## config.mk

```make
export PLATFORM = sky130hd
export DESIGN_NAME = prc_phy_pkt
export DESIGN_NICKNAME = d
export VERILOG_FILES = /design/src/prc_pkg.sv /design/src/prc_phy_pkt.sv /design/src/prc_inv_check.sv /design/src/prc_skid_buf.sv
export SDC_FILE = /design/constraint.sdc
export NUM_CORES = 1
export LEC_CHECK = 0
export BUFFER_PORTS_ARGS = -buffer_cell sky130_fd_sc_hd__buf_4
export CAP_MARGIN = 20
export CORE_UTILIZATION = 40
export CTS_CLUSTER_SIZE = 40
export DETAILED_ROUTE_END_ITERATION = 8
export GPL_TIMING_DRIVEN = 0
export SYNTH_ARGS = -nofsm -noshare
export SYNTH_HDL_FRONTEND = slang
export SYNTH_SLANG_ARGS = --single-unit
```

## constraint.sdc

```tcl
create_clock -name REF_CLK_IN -period 2.75 [get_ports REF_CLK_IN]
set_clock_uncertainty 0.1 [all_clocks]
set_input_delay 0.1375 -clock REF_CLK_IN [delete_from_list [all_inputs] [get_ports REF_CLK_IN]]
set_output_delay 0.1375 -clock REF_CLK_IN [all_outputs]
set_load 0.05 [all_outputs]
```

## src/prc_pkg.sv

```systemverilog
// shared types and constants for the phy packet framer
package prc_pkg;

    // first quadlet layout
    localparam logic [1:0] PHY_PKT_IDENT   = 2'h0;
    localparam logic [3:0] TYPE_COMMAND    = 4'h8;
    localparam logic [3:0] TYPE_CONFIRM    = 4'ha;
    localparam logic [3:0] TYPE_RESUME     = 4'hf;
    localparam logic [3:0] PORT_STATUS_REG = 4'h8;
    localparam logic [2:0] RESUME_FIXED    = 3'h7;

    // control token values for a stored confirmation
    localparam logic [13:0] CONF_QUADLETS  = 14'h0002;
    localparam logic [1:0]  CONF_PAD_BYTES = 2'h0;
    localparam logic        TOKEN_SELF_ID  = 1'h0;
    localparam logic        TOKEN_PHY_PKT  = 1'h1;

    // bit positions of the first quadlet
    localparam int IDENT_POS = 30;
    localparam int NODE_POS  = 24;
    localparam int TYPE_POS  = 18;
    localparam int PORT_POS  = 11;

    typedef enum logic [1:0] {
        PRC_SPD_100 = 2'h0,
        PRC_SPD_200 = 2'h1,
        PRC_SPD_400 = 2'h2,
        PRC_SPD_UND = 2'h3
    } prc_speed_t;

    typedef enum logic [2:0] {
        PRC_CMD_NOP        = 3'h0,
        PRC_CMD_DISABLE    = 3'h1,
        PRC_CMD_SUSPEND    = 3'h2,
        PRC_CMD_RSV3       = 3'h3,
        PRC_CMD_CLEAR_FLT  = 3'h4,
        PRC_CMD_ENABLE     = 3'h5,
        PRC_CMD_RESUME     = 3'h6,
        PRC_CMD_RSV7       = 3'h7
    } prc_cmd_t;

    typedef struct packed {
        logic [1:0]  reserved_field_hi;
        logic [13:0] token_quadlet_count;
        logic        self_id;
        logic        phy_packet;
        logic        reserved_field_mid;
        logic [4:0]  acknowledge_code_field;
        logic [1:0]  pad_bytes;
        prc_speed_t  speed;
        logic [3:0]  reserved_field_lo;
    } prc_token_t;

    typedef struct packed {
        logic [1:0] ident;
        logic [5:0] physical_node_ident;
        logic [1:0] zero_a;
        logic [3:0] ext_type;
        logic [2:0] zero_b;
        logic [3:0] port;
        logic [2:0] zero_c;
        logic       fault;
        logic       connected;
        logic       bias;
        logic       disabled;
        logic       accepted;
        prc_cmd_t   remote_command_code;
    } prc_confirm_t;

    typedef struct packed {
        logic [1:0] ident;
        logic [5:0] physical_node_ident;
        logic [1:0] zero_a;
        logic [3:0] ext_type;
        logic [9:0] zero_b;
        logic [2:0] fixed;
        logic [4:0] zero_c;
    } prc_resume_t;

    typedef struct packed {
        logic        first;
        logic        last;
        logic [31:0] data;
    } prc_word_t;

endpackage

```

## src/prc_phy_pkt.sv

```systemverilog
// confirmation receive and resume transmit framer
`timescale 1ns/1ps
`default_nettype none
module prc_phy_pkt #(
    parameter int BUF_DEPTH = 2
) (
    // clock and reset
    input  wire logic                  REF_CLK_IN,
    input  wire logic                  RESETN_IN,
    // received phy packet quadlets
    input  wire logic                  RX_VALID_IN,
    input  wire logic [31:0]           RX_QUAD_IN,
    input  wire logic                  RX_LAST_IN,
    input  wire prc_pkg::prc_speed_t   RX_SPEED_IN,
    input  wire logic [4:0]            RX_ACK_IN,
    output logic                       RX_READY_OUT,
    // receive status
    output logic                       RX_ERROR_OUT,
    output logic                       RX_IGNORED_OUT,
    output logic                       CONF_VALID_OUT,
    output prc_pkg::prc_confirm_t      CONF_QUAD_OUT,
    // stored stream towards the receive buffer
    output logic                       STORE_VALID_OUT,
    output logic [31:0]                STORE_WORD_OUT,
    output logic                       STORE_FIRST_OUT,
    output logic                       STORE_LAST_OUT,
    input  wire logic                  STORE_READY_IN,
    // resume request
    input  wire logic                  RESUME_REQ_IN,
    input  wire logic [5:0]            NODE_ID_IN,
    output logic                       RESUME_BUSY_OUT,
    // transmit stream towards the phy
    output logic                       TX_VALID_OUT,
    output logic [31:0]                TX_QUAD_OUT,
    output logic                       TX_LAST_OUT,
    input  wire logic                  TX_READY_IN
);
    localparam int WW = $bits(prc_pkg::prc_word_t);

    typedef enum logic [2:0] {
        PRC_RX_IDLE  = 3'h0,
        PRC_RX_HALF  = 3'h1,
        PRC_RX_TOKEN = 3'h3,
        PRC_RX_Q0    = 3'h2,
        PRC_RX_Q1    = 3'h6,
        PRC_RX_DROP  = 3'h7
    } prc_rx_state_t;

    typedef enum logic [1:0] {
        PRC_TX_IDLE = 2'h0,
        PRC_TX_Q0   = 2'h1,
        PRC_TX_Q1   = 2'h3
    } prc_tx_state_t;

    // receive state
    prc_rx_state_t         rs_q;
    prc_rx_state_t         rs_d;
    logic [31:0]           q0_q;
    logic [31:0]           q0_d;
    logic [31:0]           q1_q;
    logic [31:0]           q1_d;
    prc_pkg::prc_speed_t   spd_q;
    prc_pkg::prc_speed_t   spd_d;
    logic [4:0]            ack_q;
    logic [4:0]            ack_d;
    logic                  err_q;
    logic                  err_d;
    logic                  ign_q;
    logic                  ign_d;
    logic                  cvalid_q;
    logic                  cvalid_d;
    prc_pkg::prc_confirm_t conf_q;
    prc_pkg::prc_confirm_t conf_d;

    // transmit state
    prc_tx_state_t         ts_q;
    prc_tx_state_t         ts_d;
    logic [31:0]           tq_q;
    logic [31:0]           tq_d;

    // datapath wires
    prc_pkg::prc_confirm_t rx_head;
    prc_pkg::prc_token_t   token;
    prc_pkg::prc_resume_t  resume;
    prc_pkg::prc_word_t    rx_word;
    prc_pkg::prc_word_t    tx_word;
    prc_pkg::prc_word_t    store_word;
    prc_pkg::prc_word_t    txo_word;
    logic                  rx_match;
    logic [31:0]           tx_inverse;
    logic                  rx_push;
    logic                  rx_buf_ready;
    logic                  tx_push;
    logic                  tx_buf_ready;
    logic                  rx_take;
    logic                  is_confirm;

    assign rx_head = prc_pkg::prc_confirm_t'(q0_q);

    // only a phy ident with the confirmation type is taken
    assign is_confirm = (rx_head.ident == prc_pkg::PHY_PKT_IDENT) &&
                        (rx_head.ext_type == prc_pkg::TYPE_CONFIRM);

    // second quadlet must be the bitwise inverse of the first
    prc_inv_check u_rx_check (
        .first_in    (q0_q),
        .second_in   (RX_QUAD_IN),
        .inverse_out (),
        .match_out   (rx_match)
    );

    // token built from what arrived with the last quadlet
    always_comb begin
        token                        = '0;
        token.token_quadlet_count    = prc_pkg::CONF_QUADLETS;
        token.self_id                = prc_pkg::TOKEN_SELF_ID;
        token.phy_packet             = prc_pkg::TOKEN_PHY_PKT;
        token.acknowledge_code_field = ack_q;
        token.pad_bytes              = prc_pkg::CONF_PAD_BYTES;
        token.speed                  = spd_q;
    end

    // receive framing: hold the source off until the token and both quadlets are pushed into the store buffer
    assign RX_READY_OUT = (rs_q == PRC_RX_IDLE) ||
                          (rs_q == PRC_RX_HALF) ||
                          (rs_q == PRC_RX_DROP);
    assign rx_take      = RX_VALID_IN && RX_READY_OUT;

    always_comb begin
        rs_d     = rs_q;
        q0_d     = q0_q;
        q1_d     = q1_q;
        spd_d    = spd_q;
        ack_d    = ack_q;
        err_d    = 1'b0;
        ign_d    = 1'b0;
        cvalid_d = 1'b0;
        conf_d   = conf_q;
        rx_push  = 1'b0;
        rx_word  = '0;
        case (rs_q)
            PRC_RX_IDLE: begin
                if (rx_take) begin
                    q0_d = RX_QUAD_IN;
                    if (RX_LAST_IN) begin
                        // a lone quadlet cannot be a checked phy packet
                        err_d = 1'b1;
                    end else begin
                        rs_d = PRC_RX_HALF;
                    end
                end
            end
            PRC_RX_HALF: begin
                if (rx_take) begin
                    if (!RX_LAST_IN) begin
                        err_d = 1'b1;
                        rs_d  = PRC_RX_DROP;
                    end else if (!rx_match) begin
                        err_d = 1'b1;
                        rs_d  = PRC_RX_IDLE;
                    end else if (!is_confirm) begin
                        // other phy packets belong to other framers
                        ign_d = 1'b1;
                        rs_d  = PRC_RX_IDLE;
                    end else begin
                        q1_d     = RX_QUAD_IN;
                        spd_d    = RX_SPEED_IN;
                        ack_d    = RX_ACK_IN;
                        conf_d   = rx_head;
                        cvalid_d = 1'b1;
                        rs_d     = PRC_RX_TOKEN;
                    end
                end
            end
            PRC_RX_TOKEN: begin
                rx_push       = 1'b1;
                rx_word.first = 1'b1;
                rx_word.data  = token;
                if (rx_buf_ready) begin
                    rs_d = PRC_RX_Q0;
                end
            end
            PRC_RX_Q0: begin
                rx_push      = 1'b1;
                rx_word.data = q0_q;
                if (rx_buf_ready) begin
                    rs_d = PRC_RX_Q1;
                end
            end
            PRC_RX_Q1: begin
                rx_push      = 1'b1;
                rx_word.last = 1'b1;
                rx_word.data = q1_q;
                if (rx_buf_ready) begin
                    rs_d = PRC_RX_IDLE;
                end
            end
            PRC_RX_DROP: begin
                // overlong packet: swallow the rest silently
                if (rx_take && RX_LAST_IN) begin
                    rs_d = PRC_RX_IDLE;
                end
            end
            default: begin
                rs_d = PRC_RX_IDLE;
            end
        endcase
    end

    always_ff @(posedge REF_CLK_IN or negedge RESETN_IN) begin
        if (!RESETN_IN) begin
            rs_q     <= PRC_RX_IDLE;
            q0_q     <= '0;
            q1_q     <= '0;
            spd_q    <= prc_pkg::PRC_SPD_100;
            ack_q    <= '0;
            err_q    <= 1'b0;
            ign_q    <= 1'b0;
            cvalid_q <= 1'b0;
            conf_q   <= '0;
        end else begin
            rs_q     <= rs_d;
            q0_q     <= q0_d;
            q1_q     <= q1_d;
            spd_q    <= spd_d;
            ack_q    <= ack_d;
            err_q    <= err_d;
            ign_q    <= ign_d;
            cvalid_q <= cvalid_d;
            conf_q   <= conf_d;
        end
    end

    assign RX_ERROR_OUT   = err_q;
    assign RX_IGNORED_OUT = ign_q;
    assign CONF_VALID_OUT = cvalid_q;
    assign CONF_QUAD_OUT  = conf_q;

    prc_skid_buf #(
        .WIDTH (WW),
        .DEPTH (BUF_DEPTH)
    ) u_rx_buf (
        .clk_in        (REF_CLK_IN),
        .resetn_in     (RESETN_IN),
        .in_valid_in   (rx_push),
        .in_data_in    (rx_word),
        .in_ready_out  (rx_buf_ready),
        .out_valid_out (STORE_VALID_OUT),
        .out_data_out  (store_word),
        .out_ready_in  (STORE_READY_IN)
    );

    assign STORE_WORD_OUT  = store_word.data;
    assign STORE_FIRST_OUT = store_word.first;
    assign STORE_LAST_OUT  = store_word.last;

    // resume quadlet: everything outside the named fields is zero
    always_comb begin
        resume                     = '0;
        resume.ident               = prc_pkg::PHY_PKT_IDENT;
        resume.physical_node_ident = NODE_ID_IN;
        resume.ext_type            = prc_pkg::TYPE_RESUME;
        resume.fixed               = prc_pkg::RESUME_FIXED;
    end

    // hardware makes the trailer, software only asks
    prc_inv_check u_tx_inv (
        .first_in    (tq_q),
        .second_in   (tq_q),
        .inverse_out (tx_inverse),
        .match_out   ()
    );

    // requests arriving while a resume is in flight are dropped
    assign RESUME_BUSY_OUT = (ts_q != PRC_TX_IDLE);

    always_comb begin
        ts_d    = ts_q;
        tq_d    = tq_q;
        tx_push = 1'b0;
        tx_word = '0;
        case (ts_q)
            PRC_TX_IDLE: begin
                if (RESUME_REQ_IN) begin
                    tq_d = resume;
                    ts_d = PRC_TX_Q0;
                end
            end
            PRC_TX_Q0: begin
                tx_push       = 1'b1;
                tx_word.first = 1'b1;
                tx_word.data  = tq_q;
                if (tx_buf_ready) begin
                    ts_d = PRC_TX_Q1;
                end
            end
            PRC_TX_Q1: begin
                tx_push      = 1'b1;
                tx_word.last = 1'b1;
                tx_word.data = tx_inverse;
                if (tx_buf_ready) begin
                    ts_d = PRC_TX_IDLE;
                end
            end
            default: begin
                ts_d = PRC_TX_IDLE;
            end
        endcase
    end

    always_ff @(posedge REF_CLK_IN or negedge RESETN_IN) begin
        if (!RESETN_IN) begin
            ts_q <= PRC_TX_IDLE;
            tq_q <= '0;
        end else begin
            ts_q <= ts_d;
            tq_q <= tq_d;
        end
    end

    prc_skid_buf #(
        .WIDTH (WW),
        .DEPTH (BUF_DEPTH)
    ) u_tx_buf (
        .clk_in        (REF_CLK_IN),
        .resetn_in     (RESETN_IN),
        .in_valid_in   (tx_push),
        .in_data_in    (tx_word),
        .in_ready_out  (tx_buf_ready),
        .out_valid_out (TX_VALID_OUT),
        .out_data_out  (txo_word),
        .out_ready_in  (TX_READY_IN)
    );

    assign TX_QUAD_OUT = txo_word.data;
    assign TX_LAST_OUT = txo_word.last;
endmodule
`default_nettype wire

```

## src/prc_inv_check.sv

```systemverilog
// inverse quadlet generator and comparator
`timescale 1ns/1ps
`default_nettype none
module prc_inv_check (
    // quadlets
    input  wire logic [31:0] first_in,
    input  wire logic [31:0] second_in,
    // results
    output logic      [31:0] inverse_out,
    output logic             match_out
);
    assign inverse_out = ~first_in;
    assign match_out   = (second_in == ~first_in);
endmodule
`default_nettype wire

```

## src/prc_skid_buf.sv

```systemverilog
// small valid/ready buffer holding DEPTH words
`timescale 1ns/1ps
`default_nettype none
module prc_skid_buf #(
    parameter int WIDTH = 34,
    parameter int DEPTH = 2
) (
    // clock and reset
    input  wire logic             clk_in,
    input  wire logic             resetn_in,
    // fill side
    input  wire logic             in_valid_in,
    input  wire logic [WIDTH-1:0] in_data_in,
    output logic                  in_ready_out,
    // drain side
    output logic                  out_valid_out,
    output logic      [WIDTH-1:0] out_data_out,
    input  wire logic             out_ready_in
);
    localparam int AW = (DEPTH > 1) ? $clog2(DEPTH) : 1;
    localparam logic [AW:0]   FULL = (AW+1)'(DEPTH);
    localparam logic [AW-1:0] LAST = AW'(DEPTH - 1);

    logic [WIDTH-1:0] mem_q [DEPTH];
    logic [WIDTH-1:0] mem_d [DEPTH];
    logic [AW-1:0]    wr_q;
    logic [AW-1:0]    wr_d;
    logic [AW-1:0]    rd_q;
    logic [AW-1:0]    rd_d;
    logic [AW:0]      cnt_q;
    logic [AW:0]      cnt_d;
    logic             push;
    logic             pop;

    assign in_ready_out  = (cnt_q != FULL);
    assign out_valid_out = (cnt_q != '0);
    assign out_data_out  = mem_q[rd_q];
    assign push          = in_valid_in && in_ready_out;
    assign pop           = out_valid_out && out_ready_in;

    always_comb begin
        mem_d = mem_q;
        wr_d  = wr_q;
        rd_d  = rd_q;
        cnt_d = cnt_q;
        if (push) begin
            mem_d[wr_q] = in_data_in;
            wr_d        = (wr_q == LAST) ? '0 : wr_q + 1'b1;
        end
        if (pop) begin
            rd_d = (rd_q == LAST) ? '0 : rd_q + 1'b1;
        end
        if (push && !pop) begin
            cnt_d = cnt_q + 1'b1;
        end else if (pop && !push) begin
            cnt_d = cnt_q - 1'b1;
        end
    end

    always_ff @(posedge clk_in or negedge resetn_in) begin
        if (!resetn_in) begin
            for (int i = 0; i < DEPTH; i++) begin
                mem_q[i] <= '0;
            end
            wr_q  <= '0;
            rd_q  <= '0;
            cnt_q <= '0;
        end else begin
            mem_q <= mem_d;
            wr_q  <= wr_d;
            rd_q  <= rd_d;
            cnt_q <= cnt_d;
        end
    end
endmodule
`default_nettype wire

```

==> implementation parameters, run 1 <==
Parameter                              Value

Run status
  Status    finished, final reports clean

Synthesis
  Number of library cell types mapped by synthesis    39
  Mean cell area of the mapped netlist    11.7 um^2
  Predominant post-synthesis flop cell    sky130_fd_sc_hd__dfrtp_1
  Async S/R FF share, synth    100%
  Total nets after synthesis    856
  Number of instances in the synthesized netlist    802
  Most used standard cells in the synthesized netlist    sky130_fd_sc_hd__dfrtp_1 (210), sky130_fd_sc_hd__mux2_2 (127), sky130_fd_sc_hd__nand2_1 (108)
  Leading area contributor after synthesis    sky130_fd_sc_hd__dfrtp_1
  Share of Yosys cell area claimed by the top area cell type    55.9%
  Top area cells in the synthesized netlist    sky130_fd_sc_hd__dfrtp_1 (56%), sky130_fd_sc_hd__mux2_2 (15%), sky130_fd_sc_hd__o21ai_0 (5.2%)
  Most numerous cell in the Yosys netlist    sky130_fd_sc_hd__dfrtp_1
  Sequential element share of the synthesized area    55.9%
  Total of warnings raised by yosys    0
  Count of flip-flops with a built-in enable after synthesis    0
  Flops & latches, synth    210
  Synthesized area    9410 um^2

Die
  Initial Utilization    41.2%
  Core Area    22800 um^2
  Die extent in x    155 um
  Number of core rows    55
  Die height    155 um
  Number of top-level pins    158
  Floorplan die area    24100 um^2

Detailed routing
  Avg WL per Cell    17.1 um
  Routed vias    6642
  Number of iterations in the first detailed-routing pass    4
  Iter 0 DRT Violations    383
  Number of remaining DRC errors    0
  Detail-routed via count per cell    4.87
  Routed Wire Length    23400 um
  Post-route antenna net violation count    0

Clock tree
  Clock Sink Count    210
  CTS HTree Levels    1
  CTS tree    built
  Skew-Pair Late Insertion Delay    500 ps
  Setup fix buffers added after clock tree synthesis    0
  Maximum buffer depth of the clock tree    3
  Clk slew on worst S/H paths    60 ps
  Number of buffers created by CTS    23
  Root Buffer    sky130_fd_sc_hd__clkbuf_16

Pwr
  LEAKAGE    5.91 nW
  Power density cells    1130 nW/um^2
  Worst vdd ir    867 uV

Cells and area
  Layout-stage area growth over the synthesis result    29.8%
  # nets final    1091
  Fraction of final layout cells sized beyond drive strength 1    34.8%
  Diode insertion count for antenna repair    0

Global route
  Grt met1 use    29.1%
  Via count of the first global-routing pass    6624
  Wire length of the first global-routing pass    37000 um
  Total routing usage reported by global routing    19.7%
  Met2 layer usage reported by global route    31.2%
  Overflow left after global routing    0
  Maximum number of pins on one net before global-route repair    108
  Antenna violations before repair    0
  Global routing's busiest layer    met2
  Met3 usage    2.42%

Timing
  Final Hold Violating Endpoints    0
  Relative slew slack    44.5%
  Worst Max-Slew Pin Slew    832 ps
  Post-Route Setup TNS    0 ps
  Highest achievable clock rate    0.392 GHz
  Setup repair after global routing missed its margin    no
  Final number of max-transition violations    0
  Smallest setup slack after layout    198 ps
  Fraction of the cycle the final worst path needs    92.8%
  Number of setup violations in the final report    0
  Post-layout minimum cycle time    2550 ps

Critical path
  Crit path to    STORE_WORD_OUT[7]
  Type of the worst setup path    reg2out
  Crit start category    register
  Worst Setup End Kind    output port
  Crit path from    u_rx_buf.rd_q
  R2R setup slack    320 ps
  Reg2Reg Launch Point    rs_q[2]
  Path depth of the worst reg2reg path    6
  Data required, critical path    2510 ps
  CP Max Fanout    10
  Data arrival time of the critical path    2310 ps
  Worst flop-to-flop path endpoint    q0_q[4]

Flow run
  MaxCap Viol Count    0

Placed design
  DP Wirelength    16400 um
  Worst Setup Slack post-DPL    334 ps
  Port Buf Inserts    157
  RD Place Congestion    0.824

Hold path
  Path class of the lowest-slack min-delay path    in2async
==> how the worst min path moves through the flow <==
stage                              endpoint  slack, ps  depth (start not counted)
final                     u_rx_buf.mem_q[8]        210                          2
after global routing      u_rx_buf.mem_q[8]        260                          2
after CTS                 u_rx_buf.mem_q[8]        240                          2
after detailed placement  u_rx_buf.mem_q[8]        170                          1
after global placement             ack_q[1]        270                          2
after floorplan            CONF_QUAD_OUT[0]       -260                          0
==> logic make-up (layout without fill, tap and decap cells) <==
kind of cell | count (synthesis) | after routing | synth area share [%]
flip-flops | 210 | 210 | 55.9
AND/OR/NAND/NOR | 181 | 181 | 8.98
adder cells (fa/ha/maj) | 2 | 2 | 0.266
multiplexers | 144 | 144 | 17.5
AO/OA/AOI/OAI | 132 | 132 | 7.92
XOR/XNOR | 50 | 50 | 4.66
buffers and inverters | 83 | 333 | 4.82
==> where the power goes <==
part / switching, W / leakage [nW] / internal (W)
logic: 0.00410 / 2.79 / 0.00234
clock network: 0.00120 / 0.329 / 0.00163
registers: 0.000619 / 2.79 / 0.00393
==> worst max-delay path: stages, from the launching register on <==
cell and delay (ps):
sky130_fd_sc_hd__dfrtp_1 330, sky130_fd_sc_hd__clkbuf_1 370, sky130_fd_sc_hd__clkbuf_1 510, sky130_fd_sc_hd__mux2_2 420, sky130_fd_sc_hd__buf_4 190
==> per-layer routing <==
metal	routed length, um	part of all wire [%]
met4	337	1.4
met3	1110	4.7
met1	11100	48
met2	10800	46
met5	0	0
==> state kept, by name (all words and copies together), names as in the netlist <==
register and count:
ts_q 2, rs_q 3, ack_q 5, CONF_QUAD_OUT 32
u_rx_buf.wr_q 1, CONF_VALID_OUT 1, u_tx_buf.cnt_q 2, q1_q 32
u_rx_buf.mem_q 68, u_tx_buf.wr_q 1, RX_IGNORED_OUT 1, u_rx_buf.cnt_q 2
RX_ERROR_OUT 1, u_tx_buf.mem_q 16, u_tx_buf.rd_q 1, u_rx_buf.rd_q 1
q0_q 32, spd_q 2, tq_q 7
==> placed cells by master (no fill, tap or decap), types with 2 or more instances in the layout <==
cell type and n:
sky130_fd_sc_hd__dfrtp_1 210, sky130_fd_sc_hd__buf_4 181, sky130_fd_sc_hd__mux2_2 127, sky130_fd_sc_hd__nand2_1 108
sky130_fd_sc_hd__o21ai_0 97, sky130_fd_sc_hd__dlygate4sd3_1 52, sky130_fd_sc_hd__xor2_1 44, sky130_fd_sc_hd__clkbuf_1 43
sky130_fd_sc_hd__a22oi_1 23, sky130_fd_sc_hd__clkbuf_16 23, sky130_fd_sc_hd__nor2_1 14, sky130_fd_sc_hd__inv_1 14
sky130_fd_sc_hd__nand3_1 12, sky130_fd_sc_hd__nand2b_1 10, sky130_fd_sc_hd__nand4_1 9, sky130_fd_sc_hd__mux2_4 9
sky130_fd_sc_hd__mux2i_1 8, sky130_fd_sc_hd__and2_1 7, sky130_fd_sc_hd__nor3_1 6, sky130_fd_sc_hd__xnor2_1 6
sky130_fd_sc_hd__buf_6 6, sky130_fd_sc_hd__nor2b_1 4, sky130_fd_sc_hd__or2_2 4, sky130_fd_sc_hd__clkinv_2 3
sky130_fd_sc_hd__clkbuf_8 3, sky130_fd_sc_hd__buf_2 2, sky130_fd_sc_hd__o21ai_1 2, sky130_fd_sc_hd__a21oi_1 2
sky130_fd_sc_hd__o311ai_0 2, sky130_fd_sc_hd__buf_1 2, sky130_fd_sc_hd__or2b_1 2, sky130_fd_sc_hd__ha_1 2
==> what timing repair did <==
action                                 4_1_cts  5_1_grt
setup endpoints to repair                    0       12
resized for setup                            0        2
endpoints found under the hold margin      184        0
hold buffers                                52        0
==> cell type report <==
| type | instances | area [um^2] |
|---|---|---|
| Buffer | 69 | 402 |
| Clock buffer | 36 | 654 |
| Clock inverter | 4 | 22.5 |
| Fill cell | 2127 | 10600 |
| Inverter | 14 | 52.6 |
| Multi-Input combinational cell | 509 | 3700 |
| Sequential cell | 210 | 5260 |
| Tap cell | 313 | 392 |
| Timing Repair Buffer | 210 | 1730 |
==> through the flow <==
| stage | power [W] | utilization [%] | hold WS (ps) | instance area (um^2) | std cells |
|---|---|---|---|---|---|
| after floorplan | 0.00912 | - | -258 | 9410 | 802 |
| after global placement | 0.0109 | 48.0 | 272 | 11000 | 1272 |
| after detailed placement | 0.0110 | 48.2 | 168 | 11000 | 1273 |
| after CTS | 0.0139 | 53.4 | 238 | 12200 | 1365 |
| after global routing | 0.0146 | 53.4 | 263 | 12200 | 1365 |
| final | 0.0138 | 53.4 | 213 | 12200 | 1365 |
Note: power is estimated with default switching activity, not from simulation.
==> run 2: changes to the inputs <==
--- a/config.mk
+++ b/config.mk
@@ -7,10 +7,14 @@
 export LEC_CHECK = 0
 export BUFFER_PORTS_ARGS = -buffer_cell sky130_fd_sc_hd__buf_4
 export CAP_MARGIN = 20
+export CELL_PAD_IN_SITES_DETAIL_PLACEMENT = 0
+export CELL_PAD_IN_SITES_GLOBAL_PLACEMENT = 1
 export CORE_UTILIZATION = 40
 export CTS_CLUSTER_SIZE = 40
 export DETAILED_ROUTE_END_ITERATION = 8
 export GPL_TIMING_DRIVEN = 0
+export PLACE_DENSITY_LB_ADDON = 0.1
+export RECOVER_POWER = 50
 export SYNTH_ARGS = -nofsm -noshare
 export SYNTH_HDL_FRONTEND = slang
 export SYNTH_SLANG_ARGS = --single-unit
==> run 2 against run 1 <==
- cell area shrank 0.10%
- maximum frequency fell by 1.3%
- sequential share of layout area is essentially flat
- global-route usage increased by 0.58 points
- critical path depth did not move
- setup slack worse by 33 ps
- sequential power barely moved
- register-to-register slack about the same
- final cell count barely moved
- die area did not move
- clock-buffer cell count decreased by 3
- critical endpoint is now STORE_WORD_OUT[31]
- largest power group unchanged
- highest routed layer unchanged
==> implementation parameters, run 2 (synthesis results as in run 1) <==
Parameter                              Value

Cells and area
  Post-route cell area    12200 um^2 (-0.10%)
  Most frequent standard cell in the layout excluding fill and tap cells    sky130_fd_sc_hd__dfrtp_1
  Diode insertion count for antenna repair    0 (unchanged)
  Layout-stage area growth over the synthesis result    29.7%
  Final design utilization    53.4% (-0.055 points)
  Max FFs per register    68 (unchanged)
  Biggest register    u_rx_buf.mem_q
  Number of fillers in the final layout    2158 (+1.5%)
  Most used cells in the layout excluding fill and tap cells    sky130_fd_sc_hd__dfrtp_1 (210), sky130_fd_sc_hd__buf_4 (144), sky130_fd_sc_hd__mux2_2 (127)
  Number of cells in the finished layout apart from fillers    1366 (+0.073%)
  Fraction of final layout cells sized beyond drive strength 1    32.0% (-2.8 points)
  # nets final    1092 (+0.092%)

Global route
  Total routing usage reported by global routing    20.3% (+0.58 points)
  Antenna violations before repair    0 (unchanged)
  Maximum number of pins on one net before global-route repair    113 (+4.6%)
  Overflow left after global routing    0 (unchanged)
  Wire length of the first global-routing pass    38000 um (+2.6%)
  Via count of the first global-routing pass    6742 (+1.8%)

Pwr
  Power density cells    1170 nW/um^2 (+3.7%)
  LEAKAGE    5.82 nW (-1.5%)
  Worst vdd ir    572 uV (-34%)

Critical path
  Ordered list of cells on the worst path    clkbuf_1, buf_1, mux2_2, buf_4
  CP Max Fanout    10 (unchanged)
  Number of buffers and inverters on the critical path    3 (unchanged)
  Path depth of the worst reg2reg path    6 (unchanged)
  Data required, critical path    2510 ps (about the same)
  Family of cells with the greatest summed delay on the critical path    buffers and inverters
  Data arrival time of the critical path    2350 ps (+40 ps)
  Type of the worst setup path    reg2out
  Logic depth of the worst setup path including buffers    4 (unchanged)
  Critical path's largest stage delay    560 ps (+50 ps)
  Crit start category    register
  Worst Setup End Kind    output port
  Slowest CP cell    sky130_fd_sc_hd__buf_1

Timing
  Post-layout minimum cycle time    2580 ps (+32.5 ps)
  Fraction of the cycle the final worst path needs    94.0% (+1.2 points)
  Tightest hold margin    304 ps (+91.0 ps)
  Highest achievable clock rate    0.387 GHz (-1.3%)
  Setup repair after global routing missed its margin    no
  Final number of max-transition violations    0 (unchanged)
  Smallest setup slack after layout    166 ps (-32.5 ps)
  Number of setup violations in the final report    0 (unchanged)
  Relative slew slack    7.94% (-37 points)
  Final Hold Violating Endpoints    0 (unchanged)
  Worst Max-Slew Pin Slew    1380 ps (+549 ps)

Die
  Core Area    22800 um^2 (unchanged)
  Number of core rows    55 (unchanged)
  Die extent in x    155 um (unchanged)
  Die height    155 um (unchanged)
  Floorplan die area    24100 um^2 (unchanged)
  Number of top-level pins    158 (unchanged)
  Initial Utilization    41.2% (unchanged)

Clock tree
  Skew-Pair Late Insertion Delay    520 ps (+20 ps)
  Number of buffers created by CTS    24 (+4.3%)
  Setup fix buffers added after clock tree synthesis    0 (unchanged)
  Clk slew on worst S/H paths    60 ps (about the same)
  Clock Sink Count    210 (unchanged)
  Root Buffer    sky130_fd_sc_hd__clkbuf_16
  Maximum buffer depth of the clock tree    3 (unchanged)
  CTS tree    built
  CTS HTree Levels    1 (unchanged)

Placed design
  DP Wirelength    16900 um (+2.7%)
  RD Place Congestion    0.805 (-2.4%)
  Placed Instance Area    11000 um^2 (unchanged)
  Number of cells in the design after placement    1273 (unchanged)
  Worst Setup Slack post-DPL    297 ps (-36.7 ps)
  Port Buf Inserts    157 (unchanged)

Detailed routing
  Iter 0 DRT Violations    305 (-20%)
  Number of iterations in the first detailed-routing pass    4 (unchanged)
  Avg WL per Cell    17.6 um (+2.8%)
  Routed Wire Length    24100 um (+2.9%)
  Number of remaining DRC errors    0 (unchanged)
  Post-route antenna net violation count    0 (unchanged)
  Detail-routed via count per cell    4.86 (-0.18%)
  Routed vias    6635 (-0.11%)

Hold path
  Path class of the lowest-slack min-delay path    in2reg
  Cell depth of the worst hold path    3

Run status
  Status    finished, final reports clean

Flow run
  MaxCap Viol Count    0 (unchanged)
==> run 2: worst paths after layout <==
path                                       to  slack [ps]              start
setup / recovery           STORE_WORD_OUT[31]         170      u_rx_buf.rd_q
hold / removal                       ack_q[4]         300       RX_ACK_IN[4]
max in group asynchronous   CONF_QUAD_OUT[20]         470          RESETN_IN
setup reg to reg                 RX_ERROR_OUT         320           q0_q[19]
min in group asynchronous   u_rx_buf.mem_q[8]         420          RESETN_IN
hold reg to reg             CONF_QUAD_OUT[21]         360  CONF_QUAD_OUT[21]
==> run 2: metrics by stage <==
stage	power (W)	TNS (ps)
after global routing	0.0151	0
after global placement	0.0110	-36610
after floorplan	0.00912	0
after CTS	0.0145	0
after detailed placement	0.0110	0
final	0.0143	0
==> run 2: power by group <==
| group | switching, W | internal, W | total, W |
|---|---|---|---|
| combinational | 0.00411 | 0.00232 | 0.00643 |
| sequential | 0.000619 | 0.00393 | 0.00455 |
| clock | 0.00126 | 0.00206 | 0.00333 |
| total | 0.00599 | 0.00831 | 0.0143 |
==> run 2: layout make-up <==
| cell class | count | area [um^2] | area share, % |
|---|---|---|---|
| Sequential cell | 210 | 5260 | 43.1 |
| Multi-Input combinational cell | 509 | 3700 | 30.4 |
| Timing Repair Buffer | 210 | 1570 | 12.9 |
| Clock buffer | 33 | 706 | 5.79 |
| Buffer | 69 | 400 | 3.28 |
| Tap cell | 313 | 392 | 3.21 |
| Clock inverter | 8 | 118 | 0.964 |
| Inverter | 14 | 52.6 | 0.431 |
==> run 2: repair_timing <==
action	in CTS	in global routing
hold buffers	52	0
gates resized for setup	0	2
endpoints found under the hold margin	177	0
setup endpoints to repair	0	19
==> run 2: per-layer routing <==
layer,part of all wire (%),global-route usage (%),up-vias
li1,-,-,3206
met1,49,29.7,3266
met2,46,32.1,136
met3,3.5,2.84,27
met4,1.5,3.97,0
met5,0,0,-
==> run 2: worst register-to-register path: stages, from the launching register on <==
cell and delay, ps:
sky130_fd_sc_hd__dfrtp_1 410, sky130_fd_sc_hd__xor2_1 290, sky130_fd_sc_hd__nand3_1 180, sky130_fd_sc_hd__nor3_1 480, sky130_fd_sc_hd__a41o_2 260, sky130_fd_sc_hd__nor2_1 30
sky130_fd_sc_hd__dlygate4sd3_1 560
